## src/rtl/ppol_pkg.sv

```systemverilog
// Shared constants and carriers for the port pin polarity and interrupt
// summary block.
// Assumes a 16-bit register view packed into the low half of each
// 32-bit Wishbone word, one word per register index.
package ppol_pkg;

    // Register indices; byte address is four times the index.
    localparam logic [9:0] IDX_TX_INV = 10'h04A;
    localparam logic [9:0] IDX_RX_INV = 10'h04C;
    localparam logic [9:0] IDX_ISR = 10'h050;
    localparam logic [9:0] IDX_SR = 10'h052;
    localparam logic [9:0] IDX_SRL = 10'h054;
    localparam logic [9:0] IDX_SRIE = 10'h056;
    localparam logic [9:0] IDX_GIE = 10'h058;

    // Writable bits of the polarity registers; the rest read as zero.
    localparam logic [15:0] TX_INV_MASK = 16'h17FF;
    localparam logic [15:0] RX_INV_MASK = 16'h16DE;
    localparam logic [15:0] INV_RESET = 16'h0000;
    // Live and latched port status use bits 2..0.
    localparam logic [15:0] SR_MASK = 16'h0007;
    localparam logic [15:0] GIE_MASK = 16'h0001;

    // Summary register bit positions.
    localparam int ISR_PORT = 9;
    localparam int ISR_LINE = 8;
    localparam int ISR_TRAIL = 7;
    localparam int ISR_FAREND = 6;
    localparam int ISR_HDLC = 5;
    localparam int ISR_BERT = 4;
    localparam int ISR_FRAMER = 0;

    // Transmit pins, one field per bit of the transmit invert register.
    typedef struct packed {
        logic rsvd15;
        logic rsvd14;
        logic rsvd13;
        logic tx_frame_pulse_out;
        logic rsvd11;
        logic tx_serial_in;
        logic tx_overhead_frame_pulse;
        logic tx_overhead_enable;
        logic tx_overhead_data;
        logic tx_overhead_clock;
        logic tx_frame_pulse_in;
        logic tx_negative_rail;
        logic tx_positive_rail_data;
        logic tx_line_clock;
        logic tx_clock_out;
        logic tx_clock_in;
    } ppol_tx_s;

    // Receive pins, one field per bit of the receive invert register.
    typedef struct packed {
        logic rsvd15;
        logic rsvd14;
        logic rsvd13;
        logic rx_frame_pulse_out;
        logic rsvd11;
        logic rx_serial_out;
        logic rx_overhead_frame_pulse;
        logic rsvd8;
        logic rx_overhead_data;
        logic rx_overhead_clock;
        logic rsvd5;
        logic rx_negative_rail;
        logic rx_positive_rail;
        logic rx_line_clock;
        logic rx_clock_out;
        logic rsvd0;
    } ppol_rx_s;

    // Live port status, in register bit order 2..0.
    typedef struct packed {
        logic tx_driver_overload;
        logic rx_loss_of_lock;
        logic perf_update_done;
    } ppol_status_s;

    // Enabled-and-latched summaries from the other sub-blocks.
    typedef struct packed {
        logic line_code_summary;
        logic trail_trace_summary;
        logic far_end_alarm_summary;
        logic hdlc_summary;
        logic bert_summary;
        logic framer_summary;
    } ppol_sub_s;

endpackage : ppol_pkg

```

## src/rtl/ppol_flip.sv

```systemverilog
// Registered polarity stage: every bit leaves as raw XOR mask.
// Assumes raw inputs are synchronous to the clock.
module ppol_flip #(
    parameter int W = 16
) (
    // Clock and reset.
    input wire logic clk_in,
    input wire logic srst_in,
    // Data path.
    input wire logic [W-1:0] raw_in,
    input wire logic [W-1:0] mask_in,
    output logic [W-1:0] data_out
);

    typedef struct packed {
        logic [W-1:0] data;
    } ppol_flip_s;

    ppol_flip_s state;
    ppol_flip_s next_state;

    // One XOR per pin; the register keeps pin outputs glitch free.
    always_comb begin
        next_state.data = raw_in ^ mask_in;
    end

    always_ff @(posedge clk_in) begin
        if (srst_in) begin
            state <= '0;
        end else begin
            state <= next_state;
        end
    end

    assign data_out = state.data;

endmodule : ppol_flip

```

## src/rtl/ppol_top.sv

```systemverilog
// Port pin polarity controls, live and latched port status, and the
// port interrupt summary, reached over a classic Wishbone slave.
// Assumes all pin and status inputs are synchronous to CLK_IN and that
// the other sub-blocks present their own enabled latched summaries.
//
// Overview of operation
// - Tx bit 12 flips frame pulse / data enable
// - Tx bit 10 complements sampled serial data
// - Tx bits 9, 8 flip overhead frame, enable
// - Tx bits 7, 6 flip overhead data, clock
// - Tx bit 5 flips frame pulse input
// - Tx bits 4, 3 flip negative, positive rails
// - Tx bit 2 flips line clock
// - Tx bit 1 flips clock out / gapped clock
// - Tx bit 0 flips clock input
// - Rx bit 12 flips frame pulse / data enable
// - Rx bit 10 complements driven serial data
// - Rx bits 9, 7, 6 flip overhead pins
// - Rx bits 4, 3 flip line rails
// - Rx bit 2 flips line clock
// - Rx bit 1 flips clock out / gapped clock
// - Summary bit 9: any enabled latched port status
// - Summary bit 8: line code block pending
// - Summary bits 7, 6: trail trace, far end
// - Summary bits 5, 4: HDLC, BERT
// - Summary bit 0: active framer pending
// - Interrupt when any summary and global enable
// - Status bit 2 shows driver overload live
// - Status bit 1 shows loss of lock
// - Latched bit sets on live rising edge
module ppol_top #(
    parameter int ADR_W = 12
) (
    // Clock and reset.
    input wire logic CLK_IN,
    input wire logic SRST_IN,
    // Wishbone slave.
    input wire logic WB_CYC_IN,
    input wire logic WB_STB_IN,
    input wire logic WB_WE_IN,
    input wire logic [ADR_W-1:0] WB_ADR_IN,
    input wire logic [3:0] WB_SEL_IN,
    input wire logic [31:0] WB_DAT_IN,
    output logic [31:0] WB_DAT_OUT,
    output logic WB_ACK_OUT,
    // Transmit pins: raw values in, polarity-corrected values out.
    input wire ppol_pkg::ppol_tx_s TX_RAW_IN,
    output ppol_pkg::ppol_tx_s TX_FLIP_OUT,
    // Receive pins: raw values in, polarity-corrected values out.
    input wire ppol_pkg::ppol_rx_s RX_RAW_IN,
    output ppol_pkg::ppol_rx_s RX_FLIP_OUT,
    // Live status and sub-block summaries.
    input wire ppol_pkg::ppol_status_s STATUS_IN,
    input wire ppol_pkg::ppol_sub_s SUB_IRQ_IN,
    // Interrupt.
    output logic IRQ_OUT
);

    // Registered state of the block, apart from the ack and the two polarity stages.
    typedef struct packed {
        logic [15:0] tx_inv;
        logic [15:0] rx_inv;
        logic [2:0] live_prev;
        logic [2:0] latched;
        logic [2:0] latch_en;
        logic global_en;
        logic [31:0] rdata;
        logic irq;
    } ppol_state_s;

    ppol_state_s state;
    ppol_state_s next_state;

    logic take;
    logic ack;
    logic wr_commit;
    logic [9:0] idx;
    logic [15:0] isr_value;
    logic [15:0] sr_value;
    logic [15:0] read_value;
    logic port_summary;
    logic [2:0] rise;
    logic [2:0] clear_req;
    logic [15:0] tx_flip;
    logic [15:0] rx_flip;
    // Field views of the two polarity stages.
    ppol_pkg::ppol_tx_s tx_view;
    ppol_pkg::ppol_rx_s rx_view;

    // Merge the enabled byte lanes of the write data into a 16-bit
    // register; bits outside the mask stay zero.
    function automatic logic [15:0] ppol_merge(
        input logic [15:0] old,
        input logic [31:0] wdat,
        input logic [3:0] sel,
        input logic [15:0] mask
    );
        logic [15:0] res;
        res = old;
        if (sel[0]) begin
            res[7:0] = wdat[7:0];
        end
        if (sel[1]) begin
            res[15:8] = wdat[15:8];
        end
        return res & mask;
    endfunction : ppol_merge

    // Handshake: the ack arrives one cycle after the request is taken.
    ppol_wb_ack u_ack (
        .clk_in(CLK_IN),
        .srst_in(SRST_IN),
        .cyc_in(WB_CYC_IN),
        .stb_in(WB_STB_IN),
        .take_out(take),
        .ack_out(ack)
    );

    // Register index decoded from the byte address.
    assign idx = 10'(WB_ADR_IN[ADR_W-1:2]);

    // Writes commit at the edge where the master sees ack, so a request
    // withdrawn early never half-updates a register.
    assign wr_commit = ack & WB_CYC_IN & WB_STB_IN & WB_WE_IN;

    // A rising live bit latches.
    assign rise = STATUS_IN & ~state.live_prev;

    // Latched port status is cleared by writing ones to it.
    always_comb begin
        clear_req = '0;
        if (wr_commit && idx == ppol_pkg::IDX_SRL && WB_SEL_IN[0]) begin
            clear_req = WB_DAT_IN[2:0];
        end
    end

    // Port status summary: enabled latched port status pending.
    assign port_summary = |(state.latched & state.latch_en);

    // Summary register assembled from live inputs; it holds no state of
    // its own, so it clears as soon as its sources clear.
    always_comb begin
        isr_value = '0;
        isr_value[ppol_pkg::ISR_PORT] = port_summary;
        isr_value[ppol_pkg::ISR_LINE] =
            SUB_IRQ_IN.line_code_summary;
        isr_value[ppol_pkg::ISR_TRAIL] =
            SUB_IRQ_IN.trail_trace_summary;
        isr_value[ppol_pkg::ISR_FAREND] =
            SUB_IRQ_IN.far_end_alarm_summary;
        isr_value[ppol_pkg::ISR_HDLC] = SUB_IRQ_IN.hdlc_summary;
        isr_value[ppol_pkg::ISR_BERT] = SUB_IRQ_IN.bert_summary;
        isr_value[ppol_pkg::ISR_FRAMER] =
            SUB_IRQ_IN.framer_summary;
    end

    // Live port status shows the inputs as they stand.
    always_comb begin
        sr_value = '0;
        sr_value[2] = STATUS_IN.tx_driver_overload;
        sr_value[1] = STATUS_IN.rx_loss_of_lock;
        sr_value[0] = STATUS_IN.perf_update_done;
    end

    // Read multiplexer; unmapped indices read as zero but still ack.
    always_comb begin
        read_value = '0;
        unique case (idx)
            ppol_pkg::IDX_TX_INV: read_value = state.tx_inv;
            ppol_pkg::IDX_RX_INV: read_value = state.rx_inv;
            ppol_pkg::IDX_ISR: read_value = isr_value;
            ppol_pkg::IDX_SR: read_value = sr_value;
            ppol_pkg::IDX_SRL: read_value = {13'h0000, state.latched};
            ppol_pkg::IDX_SRIE: read_value = {13'h0000, state.latch_en};
            ppol_pkg::IDX_GIE: read_value = {15'h0000, state.global_en};
            default: read_value = '0;
        endcase
    end

    // Next state of this module's own registers; the ack and polarity stages keep theirs.
    always_comb begin
        next_state = state;
        next_state.live_prev = STATUS_IN;
        // Set wins over a clear arriving in the same cycle.
        next_state.latched = (state.latched & ~clear_req) | rise;
        if (take) begin
            next_state.rdata = {16'h0000, read_value};
        end
        if (wr_commit) begin
            // Summary and live status are not in this list, so writes
            // to them fall through with no effect.
            unique case (idx)
                ppol_pkg::IDX_TX_INV: begin
                    next_state.tx_inv = ppol_merge(state.tx_inv,
                        WB_DAT_IN, WB_SEL_IN, ppol_pkg::TX_INV_MASK);
                end
                ppol_pkg::IDX_RX_INV: begin
                    next_state.rx_inv = ppol_merge(state.rx_inv,
                        WB_DAT_IN, WB_SEL_IN, ppol_pkg::RX_INV_MASK);
                end
                ppol_pkg::IDX_SRIE: begin
                    next_state.latch_en = 3'(ppol_merge(
                        {13'h0000, state.latch_en}, WB_DAT_IN,
                        WB_SEL_IN, ppol_pkg::SR_MASK));
                end
                ppol_pkg::IDX_GIE: begin
                    next_state.global_en = 1'(ppol_merge(
                        {15'h0000, state.global_en}, WB_DAT_IN,
                        WB_SEL_IN, ppol_pkg::GIE_MASK));
                end
                default: begin
                    next_state.global_en = state.global_en;
                end
            endcase
        end
        // Interrupt: any summary bit gated by the global enable.
        next_state.irq = (|isr_value) & next_state.global_en;
    end

    // State register; live_prev starts low so a status that is already
    // high out of reset is seen as a rising edge one cycle later.
    always_ff @(posedge CLK_IN) begin
        if (SRST_IN) begin
            state.tx_inv <= ppol_pkg::INV_RESET;
            state.rx_inv <= ppol_pkg::INV_RESET;
            state.live_prev <= '0;
            state.latched <= '0;
            state.latch_en <= '0;
            state.global_en <= 1'b0;
            state.rdata <= '0;
            state.irq <= 1'b0;
        end else begin
            state <= next_state;
        end
    end

    // Transmit polarity stage; each pin bit is XORed with its control.
    // Outputs and inputs share one stage since their bit slots differ.
    ppol_flip #(
        .W(16)
    ) u_tx_flip (
        .clk_in(CLK_IN),
        .srst_in(SRST_IN),
        .raw_in(TX_RAW_IN),
        .mask_in(state.tx_inv),
        .data_out(tx_flip)
    );

    // Transmit invert register bits 5..0 cover frame input, rails and
    // clocks; the same XOR stage serves them.

    // Receive polarity stage, same structure as transmit.
    ppol_flip #(
        .W(16)
    ) u_rx_flip (
        .clk_in(CLK_IN),
        .srst_in(SRST_IN),
        .raw_in(RX_RAW_IN),
        .mask_in(state.rx_inv),
        .data_out(rx_flip)
    );

    // Receive rails and clocks share the stage above.

    // Transmit pins leave field by field, so each control bit can be
    // traced to the pin that it serves. Reserved slots carry the raw bit
    // through unchanged, since their mask bits can never be set.
    always_comb begin
        tx_view = ppol_pkg::ppol_tx_s'(tx_flip);
        TX_FLIP_OUT.rsvd15 = tx_view.rsvd15;
        TX_FLIP_OUT.rsvd14 = tx_view.rsvd14;
        TX_FLIP_OUT.rsvd13 = tx_view.rsvd13;
        // Framer and overhead side.
        TX_FLIP_OUT.tx_frame_pulse_out =
            tx_view.tx_frame_pulse_out;
        TX_FLIP_OUT.rsvd11 = tx_view.rsvd11;
        TX_FLIP_OUT.tx_serial_in =
            tx_view.tx_serial_in;
        TX_FLIP_OUT.tx_overhead_frame_pulse =
            tx_view.tx_overhead_frame_pulse;
        TX_FLIP_OUT.tx_overhead_enable =
            tx_view.tx_overhead_enable;
        TX_FLIP_OUT.tx_overhead_data =
            tx_view.tx_overhead_data;
        TX_FLIP_OUT.tx_overhead_clock =
            tx_view.tx_overhead_clock;
        TX_FLIP_OUT.tx_frame_pulse_in =
            tx_view.tx_frame_pulse_in;
        // Line side: rails and clocks.
        TX_FLIP_OUT.tx_negative_rail =
            tx_view.tx_negative_rail;
        TX_FLIP_OUT.tx_positive_rail_data =
            tx_view.tx_positive_rail_data;
        TX_FLIP_OUT.tx_line_clock =
            tx_view.tx_line_clock;
        TX_FLIP_OUT.tx_clock_out =
            tx_view.tx_clock_out;
        TX_FLIP_OUT.tx_clock_in =
            tx_view.tx_clock_in;
    end

    // Receive pins, laid out the same way; the receive register has more
    // reserved slots, and those pass the raw bit as well.
    always_comb begin
        rx_view = ppol_pkg::ppol_rx_s'(rx_flip);
        RX_FLIP_OUT.rsvd15 = rx_view.rsvd15;
        RX_FLIP_OUT.rsvd14 = rx_view.rsvd14;
        RX_FLIP_OUT.rsvd13 = rx_view.rsvd13;
        // Framer and overhead side.
        RX_FLIP_OUT.rx_frame_pulse_out =
            rx_view.rx_frame_pulse_out;
        RX_FLIP_OUT.rsvd11 = rx_view.rsvd11;
        RX_FLIP_OUT.rx_serial_out =
            rx_view.rx_serial_out;
        RX_FLIP_OUT.rx_overhead_frame_pulse =
            rx_view.rx_overhead_frame_pulse;
        RX_FLIP_OUT.rsvd8 = rx_view.rsvd8;
        RX_FLIP_OUT.rx_overhead_data =
            rx_view.rx_overhead_data;
        RX_FLIP_OUT.rx_overhead_clock =
            rx_view.rx_overhead_clock;
        RX_FLIP_OUT.rsvd5 = rx_view.rsvd5;
        // Line side: rails and clocks.
        RX_FLIP_OUT.rx_negative_rail =
            rx_view.rx_negative_rail;
        RX_FLIP_OUT.rx_positive_rail =
            rx_view.rx_positive_rail;
        RX_FLIP_OUT.rx_line_clock =
            rx_view.rx_line_clock;
        RX_FLIP_OUT.rx_clock_out =
            rx_view.rx_clock_out;
        RX_FLIP_OUT.rsvd0 = rx_view.rsvd0;
    end

    // Bus answer.
    assign WB_ACK_OUT = ack;
    assign WB_DAT_OUT = state.rdata;
    assign IRQ_OUT = state.irq;

endmodule : ppol_top

```

## src/rtl/ppol_wb_ack.sv

```systemverilog
// Classic Wishbone handshake: one ack per request, dropped next cycle.
// Assumes the master holds cyc and stb until it samples ack.
module ppol_wb_ack (
    // Clock and reset.
    input wire logic clk_in,
    input wire logic srst_in,
    // Bus strobes.
    input wire logic cyc_in,
    input wire logic stb_in,
    output logic take_out,
    output logic ack_out
);

    typedef struct packed {
        logic ack;
    } ppol_ack_s;

    ppol_ack_s state;
    ppol_ack_s next_state;

    // Take a request only while no ack stands, so each one answers once.
    always_comb begin
        take_out = cyc_in & stb_in & ~state.ack;
        next_state.ack = take_out;
    end

    always_ff @(posedge clk_in) begin
        if (srst_in) begin
            state <= '0;
        end else begin
            state <= next_state;
        end
    end

    assign ack_out = state.ack;

endmodule : ppol_wb_ack

```

## config.mk

```make
export PLATFORM = sky130hd
export DESIGN_NAME = ppol_top
export DESIGN_NICKNAME = d
export VERILOG_FILES = /design/src/rtl/ppol_pkg.sv /design/src/rtl/ppol_flip.sv /design/src/rtl/ppol_top.sv /design/src/rtl/ppol_wb_ack.sv
export SDC_FILE = /design/constraint.sdc
export NUM_CORES = 1
export LEC_CHECK = 0
export ABC_AREA = 1
export BUFFER_PORTS_ARGS = -buffer_cell sky130_fd_sc_hd__buf_4
export CAP_MARGIN = 20
export CORE_UTILIZATION = 30
export DETAILED_ROUTE_END_ITERATION = 7
export GPL_TIMING_DRIVEN = 1
export PLACE_DENSITY = 0.62
export SLEW_MARGIN = 10
export SYNTH_ARGS = -nofsm -noshare
export SYNTH_HDL_FRONTEND = slang
export SYNTH_HIERARCHICAL = 1
export SYNTH_SLANG_ARGS = --single-unit
```

## constraint.sdc

```tcl
create_clock -name CLK_IN -period 1.75 [get_ports CLK_IN]
set_clock_uncertainty 0.15 [all_clocks]
set_input_delay 0.2625 -clock CLK_IN [delete_from_list [all_inputs] [get_ports CLK_IN]]
set_output_delay 0.2625 -clock CLK_IN [all_outputs]
set_load 0.02 [all_outputs]
```

==> Yosys cells after proc, flatten, opt, wreduce, memory -nomap -nowiden <==
Index checks and enable logic that the tools add are counted.
{ "totals": {"in_bits": 94, "reg_bits": 81, "word_cells": 49} }
{ "op_classes": {"bitwise_logic": 15, "reduce_logical": 9, "n_mux": 5, "eq_ne": 7} }
{ "ops": {"columns": ["cell", "count"], "rows": [
  ["13-bit case mux with 7 select lines", 1],
  ["10-bit by 7-bit == test with 1-bit output (second input constant)", 7],
  ["16-bit by 13-bit bitwise XOR with 16-bit output", 2],
  ["3-bit AND reduction", 5],
  ["3-bit AND", 3],
  ["9-bit OR reduction", 1],
  ["1-bit AND", 6],
  ["3-bit inverter", 2],
  ["1-bit two-way mux", 3],
  ["3-bit two-way mux", 1],
  ["3-bit bitwise OR", 1],
  ["3-bit OR reduction", 1],
  ["1-bit logical AND", 2],
  ["1-bit inverter", 1]
]} }

==> Depth between registers and ports, before layout <==
Gate-level depths: netlist of run 1.
{ "depth": {"depth_word": 9, "ltp_mapped": 11} }

==> Modules after synthesis <==
Netlist of run 1, hierarchy kept.
{ "by_module_without_submodules": {"columns": ["mod", "cells_per_inst", "area_each_um2", "seq_area_each_um2", "instances"], "rows": [
  ["ppol_top", 323, 2356.0, 880.8, 1],
  ["ppol_flip", 82, 600.6, 320.3, 2],
  ["ppol_wb_ack", 4, 37.5, 20.0, 1]
]} }

==> Least setup slack after synthesis of run 1 <==
Ideal clock, no wire load.
{ "synth_path": {"path_type": "register -> register", "startpoint": "reg u_ack.state (netlist: u_ack/ack_out)", "endpoint": "reg state[37] (netlist bit)", "required_ns": 1.475, "t_arrival_ns": 1.266, "path_slack_ns": 0.210, "period_less_slack_ns": 1.540, "setup_ns": 0.125, "path_stages_with_launch": 6, "path_cell_list": "dfxtp_1 nand4_1 nor2_4 nand3_1 o21ai_0 o22ai_1"} }
{ "synth_between": {"elab_chain_len": 9} }
{ "synth_lines": {"columns": ["element", "line_no", "text"], "rows": [
  ["start, declared", "ppol_wb_ack.sv:18", "ppol_ack_s state;"],
  ["start signal, assigned", "ppol_wb_ack.sv:31", "state <= next_state;"],
  ["1-bit AND (3 in a row)", "ppol_top.sv:124", "assign wr_commit = ack & WB_CYC_IN & WB_STB_IN & WB_WE_IN;"],
  ["1-bit logical AND (2 in a row)", "ppol_top.sv:132", "if (wr_commit && idx == ppol_pkg::IDX_SRL && WB_SEL_IN[0]) begin"],
  ["3-bit two-way mux", "ppol_top.sv:132", null],
  ["3-bit inverter", "ppol_top.sv:185", "next_state.latched = (state.latched & ~clear_req) | rise;"],
  ["3-bit AND", "ppol_top.sv:185", null],
  ["3-bit bitwise OR", "ppol_top.sv:185", null],
  ["end signal, assigned", "ppol_top.sv:233", "state <= next_state;"],
  ["end, declared", "ppol_top.sv:71", "ppol_state_s state;"]
]} }
Every way passes these cells.
A chain may end at the register's enable or synchronous reset.

==> Worst setup path in the final report of run 1 <==
{ "layout_path": {"startpoint": "reg u_ack.state (netlist: u_ack/ack_out)", "endpoint": "reg state[61] (netlist bit)"} }
{ "layout_between": {"elab_chain_len": 4} }
{ "layout_lines": {"columns": ["element", "line_no"], "rows": [
  ["1-bit AND (3 in a row)", "ppol_top.sv:124"],
  ["3-bit AND reduction (no line)", null]
]} }
Every way passes these cells.

==> summary.json, run 1 <==
{
  "run_status": {"value": "complete, but fails checks"},
  "failing_checks": {"value": "DRC"},
  "synth_area": {"value": 3590, "unit": "um2"},
  "finalWirelength": {"value": 9730, "unit": "um"},
  "yosys.cell_count.top_type": {"value": "nand2_1"},
  "worstSetupEndpointType": {"value": "register"},
  "grt_first_pass_wirelength": {"value": 15500, "unit": "um"},
  "floorplan.die_area": {"value": 12400, "unit": "um2"},
  "power.ir.vdd_worst": {"value": 0.331, "unit": "mV"},
  "grt_start_max_net_pins": {"value": 33},
  "startpoint_class": {"value": "register"},
  "finalInstanceArea": {"value": 4880, "unit": "um2"},
  "yosys_warnings": {"value": 6},
  "std_cell_rows": {"value": 39},
  "floorplan.die.height": {"value": 111, "unit": "um"},
  "setup.worst_path.class": {"value": "register to register"},
  "insertedDiodeCount": {"value": 0},
  "synthTopCellsByArea": {"value": "dfxtp_1 (43%), nand2_1 (11%), nor2_1 (8.2%), buf_4 (6.7%), nand3_1 (3.5%)"},
  "placed_cells_incl_taps": {"value": 756},
  "post-synth-top-area-cell": {"value": "dfxtp_1"},
  "synth_top_area_frac": {"value": 0.429},
  "insertion_delay": {"value": 0.33, "unit": "ns"},
  "finalWeightedCongestion": {"value": 0.884},
  "post_synth_num_cell_types": {"value": 33},
  "cts_tree": {"value": "built"},
  "max-clock-path-buffers": {"value": 2},
  "final-setup-viol-count": {"value": 0},
  "critical_path_required": {"value": 1.87, "unit": "ns"},
  "ys_seq_area_frac": {"value": 0.429},
  "h-tree-depth": {"value": 3},
  "fin_crit": {"value": 1.56, "unit": "ns"},
  "core": {"value": 11600, "unit": "um2"},
  "synth_async_sr_flop_share": {"value": 0},
  "syn_to_final_growth": {"value": 35.9, "unit": "%"},
  "globalRouteTotalUtil": {"value": 0.160},
  "number_of_global_route_vias_before_repair": {"value": 3311},
  "highest_clock_rate": {"value": 0.642, "unit": "GHz"},
  "p_leak": {"value": 2.29, "unit": "nW"},
  "final.setup.tns": {"value": 0, "unit": "ns"},
  "hold_class": {"value": "primary input to register"},
  "slowest_stage": {"value": "dfxtp_1"},
  "final_net_count": {"value": 722},
  "clock_net_sink_count": {"value": 77},
  "num_io_pins": {"value": 160},
  "cp.arrival": {"value": 1.68, "unit": "ns"},
  "power-per-cell-area": {"value": 825, "unit": "nW/um2"},
  "avgRoutedWirePerCell": {"value": 12.6, "unit": "um"},
  "global_route.overflow_total": {"value": 0},
  "drt_drc_violations_left": {"value": 10},
  "synth_flop_cell": {"value": "dfxtp_1"},
  "fin_total_pwr": {"value": 4.03, "unit": "mW"},
  "route.antenna.remaining_nets": {"value": 0},
  "post_drt_via_cell_ratio": {"value": 4.49},
  "instance_area_at_placement": {"value": 4590, "unit": "um2"},
  "critPathMaxStageDelay": {"value": 0.33, "unit": "ns"},
  "clkTransAtPathRegs": {"value": 0.06, "unit": "ns"},
  "final_standard_cell_count_with_taps_included_and_fillers_excluded": {"value": 774},
  "timing.critical_path.fanout_max": {"value": 10},
  "timing.hold.ws": {"value": 0.00834, "unit": "ns"},
  "finalHoldViolations": {"value": 0},
  "fp.dieW": {"value": 111, "unit": "um"},
  "average_cell_area_after_synthesis": {"value": 7.32, "unit": "um2"},
  "final_min_period_over_clock_period": {"value": 0.890},
  "detailedRoute.firstIterationViolations": {"value": 241},
  "synth_enable_flop_cells": {"value": 0},
  "detailedRoute.firstPassIterationCount": {"value": 6},
  "final_layout_size_suffix_gt1_frac": {"value": 0.296},
  "max_cap_viol_count": {"value": 0},
  "floorplan.initialDensity": {"value": 0.311},
  "yosys_register_bits": {"value": 77},
  "clock_tree.root_cell": {"value": "clkbuf_16"},
  "cts_buffers": {"value": 9},
  "dr_total_vias": {"value": 3479},
  "cp_cell_sequence": {"value": "nand4_1, nor2_4, buf_12, nand2_4, clkinv_4, o21ai_1, a21oi_2"},
  "syn-instance-count": {"value": 491},
  "postLayoutCoreUtil": {"value": 0.422},
  "post-dp-hpwl": {"value": 7590, "unit": "um"},
  "post_place_setup_slack": {"value": 0.102, "unit": "ns"},
  "buffer_ports.inserted": {"value": 115},
  "report.final.slew_viol_count": {"value": 0},
  "grt_antenna_before_repair": {"value": 0},
  "synth.top_cells.by_count": {"value": "nand2_1 (108), nor2_1 (79), dfxtp_1 (77)"},
  "grt_setup_unrepaired": {"value": "false"},
  "finalWorstSetupSlack": {"value": 0.193, "unit": "ns"}
}
[layer usage]
layer / GRT usage / wire, um / vias to the layer above / share of wire
met5: 0 / 0 / - / 0
met4: 0.0514 / 116 / 0 / 0.012
met3: 0.0376 / 598 / 10 / 0.061
met2: 0.279 / 4720 / 102 / 0.49
met1: 0.194 / 4290 / 1578 / 0.44
li1: - / - / 1789 / -
[layout make-up]
type	count	area, um2
multi-input cells	379	1780
flip-flops and latches	77	1540
well taps	143	179
fillers	1189	6680
inverters	32	126
clock buffers	13	250
repair buffers	129	1000
clock inverters	1	8.76
[sequential cells by signal, summed over array words and instances (netlist names)]
name and flops:
u_ack/ack_out 1, state 31, u_tx_flip/data_out 16, IRQ_OUT 1, WB_DAT_OUT 12, u_rx_flip/data_out 16
[power by group]
| group | leakage (nW) | internal [mW] | switching (mW) |
|---|---|---|---|
| Combinational | 1.53 | 0.224 | 0.306 |
| Sequential | 0.631 | 1.81 | 0.0188 |
| Clock | 0.126 | 0.987 | 0.686 |
[placed cells by master, fill, tap and decap left out, types with 9 or more instances in the layout]
cell type	instances
dfxtp_1	77
o21ai_0	14
nand2_1	108
buf_4	123
a21oi_1	24
o21ai_1	13
clkbuf_16	9
conb_1	42
inv_1	24
nand4_1	17
nand3_1	25
nor2_2	20
nor2_1	79
[critical path, delay by kind of cell, from the launching register on]
kind / cells / cell delay, ns
simple gates: 3 / 0.55
buf+inv: 2 / 0.28
flops: 1 / 0.33
compound gates: 2 / 0.18
[repair_timing]
| item | in CTS | in global routing |
|---|---|---|
| hold buffers | 4 | 0 |
| buffers inserted | 0 | 0 |
| hold endpoints to repair | 4 | 0 |
| gates resized for setup | 0 | 0 |
[logic make-up after synthesis]
logic type / count (synthesis) / share of synthesized area
AND/OR/NAND/NOR: 273 / 0.352
flip-flops: 77 / 0.429
buffers and inverters: 76 / 0.120
AO/OA/AOI/OAI: 64 / 0.0978
other: 1 / 0.00104
[path summary, 6_finish.rpt]
check	startpoint	endpoint	depth (start not counted)	slack (ns)
worst max-delay path	u_ack/ack_out	state[61]	7	0.19
worst min-delay path	RX_RAW_IN[2]	u_rx_flip/data_out[2]	3	0.008
worst max register to register	u_ack/ack_out	state[61]	7	0.19
worst min register to register	state[42]	state[39]	1	0.28
Power figures use the tool's default switching activity.
==> run 2: changes to the inputs <==
Settings changed: CORE_UTILIZATION 30 to 34, PLACE_DENSITY 0.62 to 0.68.
==> summary.json, run 2 (synthesis results as in run 1) <==
{
  "startpoint_class": {"value": "primary input"},
  "h-tree-depth": {"value": 3, "change": "unchanged"},
  "post_drt_via_cell_ratio": {"value": 4.55, "change": "+1.3%"},
  "power.net_switching": {"value": 1.09, "unit": "mW", "change": "+8.3%"},
  "run_status": {"value": "finished, final reports clean"},
  "final.setup.tns": {"value": 0, "unit": "ns", "change": "unchanged"},
  "number_of_global_route_vias_before_repair": {"value": 3512, "change": "+6.1%"},
  "commonest_cells_after_routing_fill_and_taps_aside": {"value": "buf_4 (124), nand2_1 (108), nor2_1 (79)"},
  "insertion_delay": {"value": 0.36, "unit": "ns", "change": "+0.03 ns"},
  "route.antenna.remaining_nets": {"value": 0, "change": "unchanged"},
  "slowest_stage": {"value": "dlygate4sd3_1"},
  "std_cell_rows": {"value": 37, "change": "-5.1%"},
  "cp_cell_sequence": {"value": "dlygate4sd3_1, buf_4, buf_4, inv_2, nand2_1, nor2_2"},
  "grt_start_max_net_pins": {"value": 23, "change": "-30%"},
  "highest_clock_rate": {"value": 0.646, "unit": "GHz", "change": "+0.64%"},
  "gr-max-usage-layer": {"value": "met2"},
  "finalHoldViolations": {"value": 0, "change": "unchanged"},
  "final_layout_size_suffix_gt1_frac": {"value": 0.288, "change": "-0.00807"},
  "internal_power": {"value": 2.63, "unit": "mW", "change": "-13%"},
  "globalRouteTotalUtil": {"value": 0.185, "change": "+0.0248"},
  "detailedRoute.firstIterationViolations": {"value": 177, "change": "-27%"},
  "crit_path_frequent_cell": {"value": "buf_4"},
  "top_cell_family_by_delay_on_the_critical_path": {"value": "buffers and inverters"},
  "grt_first_pass_wirelength": {"value": 16000, "unit": "um", "change": "+3.3%"},
  "insertedDiodeCount": {"value": 0, "change": "unchanged"},
  "floorplan.initialDensity": {"value": 0.350, "change": "+0.0389"},
  "buffer_ports.inserted": {"value": 115, "change": "unchanged"},
  "fin_crit": {"value": 1.55, "unit": "ns", "change": "-0.00985 ns"},
  "num_io_pins": {"value": 160, "change": "unchanged"},
  "timing.critical_path.fanout_max": {"value": 20, "change": "+10"},
  "postLayoutCoreUtil": {"value": 0.499, "change": "+0.0767"},
  "floorplan.die.height": {"value": 105, "unit": "um", "change": "-6.0%"},
  "layout.cells.most_common": {"value": "buf_4"},
  "fin_total_pwr": {"value": 3.72, "unit": "mW", "change": "-7.7%"},
  "reg_power_frac": {"value": 0.490, "change": "+0.037"},
  "finalWorstSetupSlack": {"value": 0.203, "unit": "ns", "change": "+0.00985 ns"},
  "finalWeightedCongestion": {"value": 0.936, "change": "+5.8%"},
  "cts_tree": {"value": "built"},
  "largest_register": {"value": "state"},
  "cp.arrival": {"value": 1.70, "unit": "ns", "change": "+0.02 ns"},
  "grt_setup_unrepaired": {"value": "false"},
  "cts_buffers": {"value": 9, "change": "unchanged"},
  "critical_path_required": {"value": 1.91, "unit": "ns", "change": "+0.04 ns"},
  "share_comb_of_total_power": {"value": 0.158, "change": "+0.026"},
  "final_min_period_over_clock_period": {"value": 0.884, "change": "-0.00563"},
  "final_net_count": {"value": 755, "change": "+4.6%"},
  "post-dp-hpwl": {"value": 7290, "unit": "um", "change": "-3.8%"},
  "power.share.clock": {"value": 0.352, "change": "-0.063"},
  "hold_class": {"value": "primary input to register"},
  "syn_to_final_growth": {"value": 42.7, "unit": "%"},
  "timing.hold.ws": {"value": 0.0101, "unit": "ns", "change": "+0.00180 ns"},
  "critPathMaxStageDelay": {"value": 0.55, "unit": "ns", "change": "+0.22 ns"},
  "core": {"value": 10300, "unit": "um2", "change": "-11%"},
  "grt_util_met2": {"value": 0.344, "change": "+0.0647"},
  "setup.worst_path.class": {"value": "primary input to register"},
  "max_cap_viol_count": {"value": 0, "change": "unchanged"},
  "worstSetupEndpointType": {"value": "register"},
  "grt_antenna_before_repair": {"value": 0, "change": "unchanged"},
  "clock_net_sink_count": {"value": 77, "change": "unchanged"},
  "floorplan.die_area": {"value": 11000, "unit": "um2", "change": "-12%"},
  "global_route.overflow_total": {"value": 0, "change": "unchanged"},
  "largest_register_ffs": {"value": 31, "change": "unchanged"},
  "drt_drc_violations_left": {"value": 0, "change": "-10"},
  "timing.critical_path.buf_inv": {"value": 4, "change": "+2"},
  "p_leak": {"value": 2.39, "unit": "nW", "change": "+4.5%"},
  "report.final.slew_viol_count": {"value": 0, "change": "unchanged"},
  "final-setup-viol-count": {"value": 0, "change": "unchanged"},
  "dr_total_vias": {"value": 3652, "change": "+5.0%"},
  "power-per-cell-area": {"value": 726, "unit": "nW/um2", "change": "-12%"},
  "avgRoutedWirePerCell": {"value": 12.2, "unit": "um", "change": "-3.1%"},
  "post_place_setup_slack": {"value": 0.0793, "unit": "ns", "change": "-0.0225 ns"},
  "clkTransAtPathRegs": {"value": 0.10, "unit": "ns", "change": "+0.04 ns"},
  "fp.dieW": {"value": 105, "unit": "um", "change": "-6.0%"},
  "global_route.usage.met3": {"value": 0.0337, "change": "-0.00387"},
  "max-clock-path-buffers": {"value": 2, "change": "unchanged"},
  "finalWirelength": {"value": 9770, "unit": "um", "change": "+0.43%"},
  "clock_tree.root_cell": {"value": "clkbuf_8"},
  "met1_layer_usage_reported_by_global_route": {"value": 0.211, "change": "+0.0174"},
  "detailedRoute.firstPassIterationCount": {"value": 6, "change": "unchanged"},
  "power.ir.vdd_worst": {"value": 0.450, "unit": "mV", "change": "+36%"},
  "switching_share": {"value": 0.294, "change": "+0.0433"}
}
## run 2: cell types whose count changed in the layout (fill, tap and decap cells not counted)
cell           change
clkinvlp_4         +1
clkinv_8           +1
inv_6              +2
inv_8              +1
clkinv_4           +1
dlygate4sd3_1     +33
buf_4              +1
clkbuf_8           +8
buf_12             -1
clkbuf_1           -3
clkbuf_16          -9
## run 2: tightest hold or removal path, stage by stage
cell	delay, ns
buf_4	0.08
o21ai_0	0.07
nor2_1	0.07
## run 2: cell type report
class	count	area (um2)
Fill cell	1025	5150
Multi-Input combinational cell	379	1780
Sequential cell	77	1540
Timing Repair Buffer	162	1320
Tap cell	136	170
Inverter	32	126
Clock buffer	9	124
Clock inverter	7	70.1
## run 2: path summary, 6_finish.rpt
check,start,end,slack [ns],depth (start not counted)
setup / recovery,SRST_IN,u_tx_flip/data_out[13],0.20,6
hold / removal,WB_DAT_IN[6],state[49],0.01,3
setup reg to reg,u_ack/ack_out,state[60],0.24,7
hold reg to reg,state[40],state[37],0.28,1
## run 2: power groups by stage
stage,clock network (mW),logic [mW],registers [mW]
after floorplan,0,0.242,1.92
after global placement,0,0.504,1.86
after detailed placement,0,0.515,1.87
after CTS,1.35,0.583,1.82
after global routing,1.42,0.644,1.83
final,1.31,0.587,1.82
## run 2: routing by layer
layer	part of all wire	vias to the layer above	wire [um]
li1	-	1857	-
met1	0.41	1666	4030
met2	0.52	114	5070
met3	0.053	15	520
met4	0.015	0	150
met5	0	-	0
## run 2: through the flow
step                      instance area (um2)  instances
after floorplan                          3750        532
after CTS                                5130        802
after detailed placement                 4560        749
final                                    5130        802
after global routing                     5130        802
after global placement                   4560        749
## run 2: repair_timing
item | in CTS | in global routing
hold endpoints to repair | 37 | 0
hold buffers | 37 | 0
gates resized for setup | 0 | 0
setup buffers | 0 | 0
==> run 3: changes to the inputs <==
Settings changed: GPL_TIMING_DRIVEN 1 to 0.
==> summary.json, run 3 (synthesis results as in run 1) <==
{
  "timing.hold.ws": {"value": 0.0186, "unit": "ns", "change": "+0.00843 ns"},
  "detailedRoute.firstIterationViolations": {"value": 142, "change": "-20%"},
  "insertion_delay": {"value": 0.36, "unit": "ns", "change": "about the same"},
  "syn_to_final_growth": {"value": 49.3, "unit": "%"},
  "hold_class": {"value": "primary input to register"},
  "final_layout_size_suffix_gt1_frac": {"value": 0.318, "change": "+0.0294"},
  "slowest_stage": {"value": "dfxtp_1"},
  "commonest_cells_after_routing_fill_and_taps_aside": {"value": "buf_4 (149), nand2_1 (108), nor2_1 (79)"},
  "floorplan.initialDensity": {"value": 0.350, "change": "unchanged"},
  "post_drt_via_cell_ratio": {"value": 4.44, "change": "-2.5%"},
  "final_net_count": {"value": 791, "change": "+4.8%"},
  "fin_crit": {"value": 1.61, "unit": "ns", "change": "+0.0594 ns"},
  "h-tree-depth": {"value": 3, "change": "unchanged"},
  "global_route.overflow_total": {"value": 0, "change": "unchanged"},
  "finalWeightedCongestion": {"value": 0.932, "change": "-0.41%"},
  "power-per-cell-area": {"value": 698, "unit": "nW/um2", "change": "-3.8%"},
  "startpoint_class": {"value": "register"},
  "cts_tree": {"value": "built"},
  "share_comb_of_total_power": {"value": 0.166, "change": "+0.008"},
  "power.net_switching": {"value": 1.09, "unit": "mW", "change": "-0.49%"},
  "max-clock-path-buffers": {"value": 2, "change": "unchanged"},
  "floorplan.die_area": {"value": 11000, "unit": "um2", "change": "unchanged"},
  "core": {"value": 10300, "unit": "um2", "change": "unchanged"},
  "cp_cell_sequence": {"value": "nand4_1, nor2_4, buf_12, nand3_1, o21ai_0, o22ai_1"},
  "drt_drc_violations_left": {"value": 0, "change": "unchanged"},
  "num_io_pins": {"value": 160, "change": "unchanged"},
  "power.share.clock": {"value": 0.346, "change": "-0.006"},
  "power.ir.vdd_worst": {"value": 0.362, "unit": "mV", "change": "-20%"},
  "finalInstanceArea": {"value": 5370, "unit": "um2", "change": "+4.6%"},
  "grt_first_pass_wirelength": {"value": 16100, "unit": "um", "change": "+0.26%"},
  "top_cell_family_by_delay_on_the_critical_path": {"value": "simple AND/OR/NAND/NOR gates"},
  "cts_buffers": {"value": 9, "change": "unchanged"},
  "clock_tree.root_cell": {"value": "clkbuf_8"},
  "avgRoutedWirePerCell": {"value": 11.8, "unit": "um", "change": "-3.1%"},
  "critical_path_required": {"value": 1.84, "unit": "ns", "change": "-0.07 ns"},
  "detailedRoute.firstPassIterationCount": {"value": 6, "change": "unchanged"},
  "highest_clock_rate": {"value": 0.623, "unit": "GHz", "change": "-3.7%"},
  "buffer_ports.inserted": {"value": 115, "change": "unchanged"},
  "finalWirelength": {"value": 9890, "unit": "um", "change": "+1.3%"},
  "cp.arrival": {"value": 1.70, "unit": "ns", "change": "about the same"},
  "std_cell_rows": {"value": 37, "change": "unchanged"},
  "switching_share": {"value": 0.291, "change": "-0.00316"},
  "clock_net_sink_count": {"value": 77, "change": "unchanged"},
  "ctsResizeCount": {"value": 0, "change": "unchanged"},
  "final.setup.tns": {"value": 0, "unit": "ns", "change": "unchanged"},
  "report.final.slew_viol_count": {"value": 0, "change": "unchanged"},
  "timing.critical_path.fanout_max": {"value": 7, "change": "-65%"},
  "globalRouteTotalUtil": {"value": 0.185, "change": "+0.000498"},
  "run_status": {"value": "finished, final reports clean"},
  "reg_power_frac": {"value": 0.488, "change": "-0.002"},
  "finalHoldViolations": {"value": 0, "change": "unchanged"},
  "layout.cells.most_common": {"value": "buf_4"},
  "p_leak": {"value": 2.56, "unit": "nW", "change": "+7.0%"},
  "clkTransAtPathRegs": {"value": 0.09, "unit": "ns", "change": "about the same"},
  "grt_start_max_net_pins": {"value": 17, "change": "-26%"},
  "dr_total_vias": {"value": 3721, "change": "+1.9%"},
  "instance_area_at_placement": {"value": 4780, "unit": "um2", "change": "+4.8%"},
  "fp.dieW": {"value": 105, "unit": "um", "change": "unchanged"},
  "critPathMaxStageDelay": {"value": 0.40, "unit": "ns", "change": "-0.15 ns"},
  "max_cap_viol_count": {"value": 0, "change": "unchanged"},
  "number_of_global_route_vias_before_repair": {"value": 3502, "change": "-0.28%"},
  "largest_register_ffs": {"value": 31, "change": "unchanged"},
  "worstSetupEndpointType": {"value": "register"},
  "setup.worst_path.class": {"value": "register to register"},
  "final-setup-viol-count": {"value": 0, "change": "unchanged"},
  "insertedDiodeCount": {"value": 0, "change": "unchanged"},
  "post-dp-hpwl": {"value": 7590, "unit": "um", "change": "+4.0%"},
  "route.antenna.remaining_nets": {"value": 0, "change": "unchanged"},
  "final_min_period_over_clock_period": {"value": 0.918, "change": "+0.0339"},
  "grt_antenna_before_repair": {"value": 0, "change": "unchanged"},
  "internal_power": {"value": 2.65, "unit": "mW", "change": "+1.0%"},
  "largest_register": {"value": "state"},
  "timing.critical_path.buf_inv": {"value": 1, "change": "-3"},
  "floorplan.die.height": {"value": 105, "unit": "um", "change": "unchanged"}
}
## run 3: cell types whose count changed in the layout (fill, tap and decap cells not counted), sizes merged
cell / previous run / this run
buf: 125 / 158
clkbuf: 9 / 13
clkinv: 5 / 2
clkinvlp: 1 / 2
dlygate4sd3: 37 / 36
inv: 33 / 35
## run 3: per-layer routing
layer	wire length (um)	GRT usage
met1	4180	0.216
met3	504	0.0387
met5	0	0
met2	5070	0.336
met4	138	0.0584
## run 3: power groups by stage
stage | registers, mW | logic (mW) | clock network (mW)
6_report | 1.83 | 0.622 | 1.30
5_1_grt | 1.83 | 0.680 | 1.41
4_1_cts | 1.83 | 0.618 | 1.33
3_5_place_dp | 1.87 | 0.551 | 0
3_3_place_gp | 1.86 | 0.543 | 0
2_1_floorplan | 1.92 | 0.242 | 0
## run 3: worst paths after layout
check           startpoint                     to  depth (start not counted)  slack (ns)
min           RX_RAW_IN[1]  u_rx_flip/data_out[1]                          3        0.02
min reg2reg      state[40]              state[37]                          1        0.28
max          u_ack/ack_out              state[39]                          6        0.14
max reg2reg  u_ack/ack_out              state[39]                          6        0.14
## run 3: tightest hold or removal path, cell delays in order
cell    delay, ns
buf_4        0.09
nor2_1       0.03
nor2_1       0.10
## run 3: repair_timing
action | 4_1_cts | 5_1_grt
endpoints found under the hold margin | 36 | 0
pin swaps | 1 | 1
hold buffers | 36 | 0
buffers inserted | 2 | 1
endpoints found under the setup margin | 3 | 10
## run 3: layout make-up
cell class / count / area [um2]
Clock buffer: 9 / 124
Clock inverter: 7 / 63.8
Timing Repair Buffer: 154 / 1260
Inverter: 32 / 126
Tap cell: 136 / 170
Buffer: 44 / 305
Multi-Input combinational cell: 379 / 1780
Fill cell: 1030 / 4910
Sequential cell: 77 / 1540
## run 3: stage by stage
| step | utilization | setup WS, ns | power [mW] | cells |
|---|---|---|---|---|
| global route | 0.522 | -0.00691 | 3.92 | 838 |
| detailed placement | 0.465 | -0.0214 | 2.42 | 783 |
| global placement | 0.465 | 0.0172 | 2.41 | 783 |
| floorplan | - | 0.210 | 2.16 | 532 |
| CTS | 0.521 | 0.0753 | 3.78 | 837 |
| finish | 0.522 | 0.144 | 3.74 | 838 |
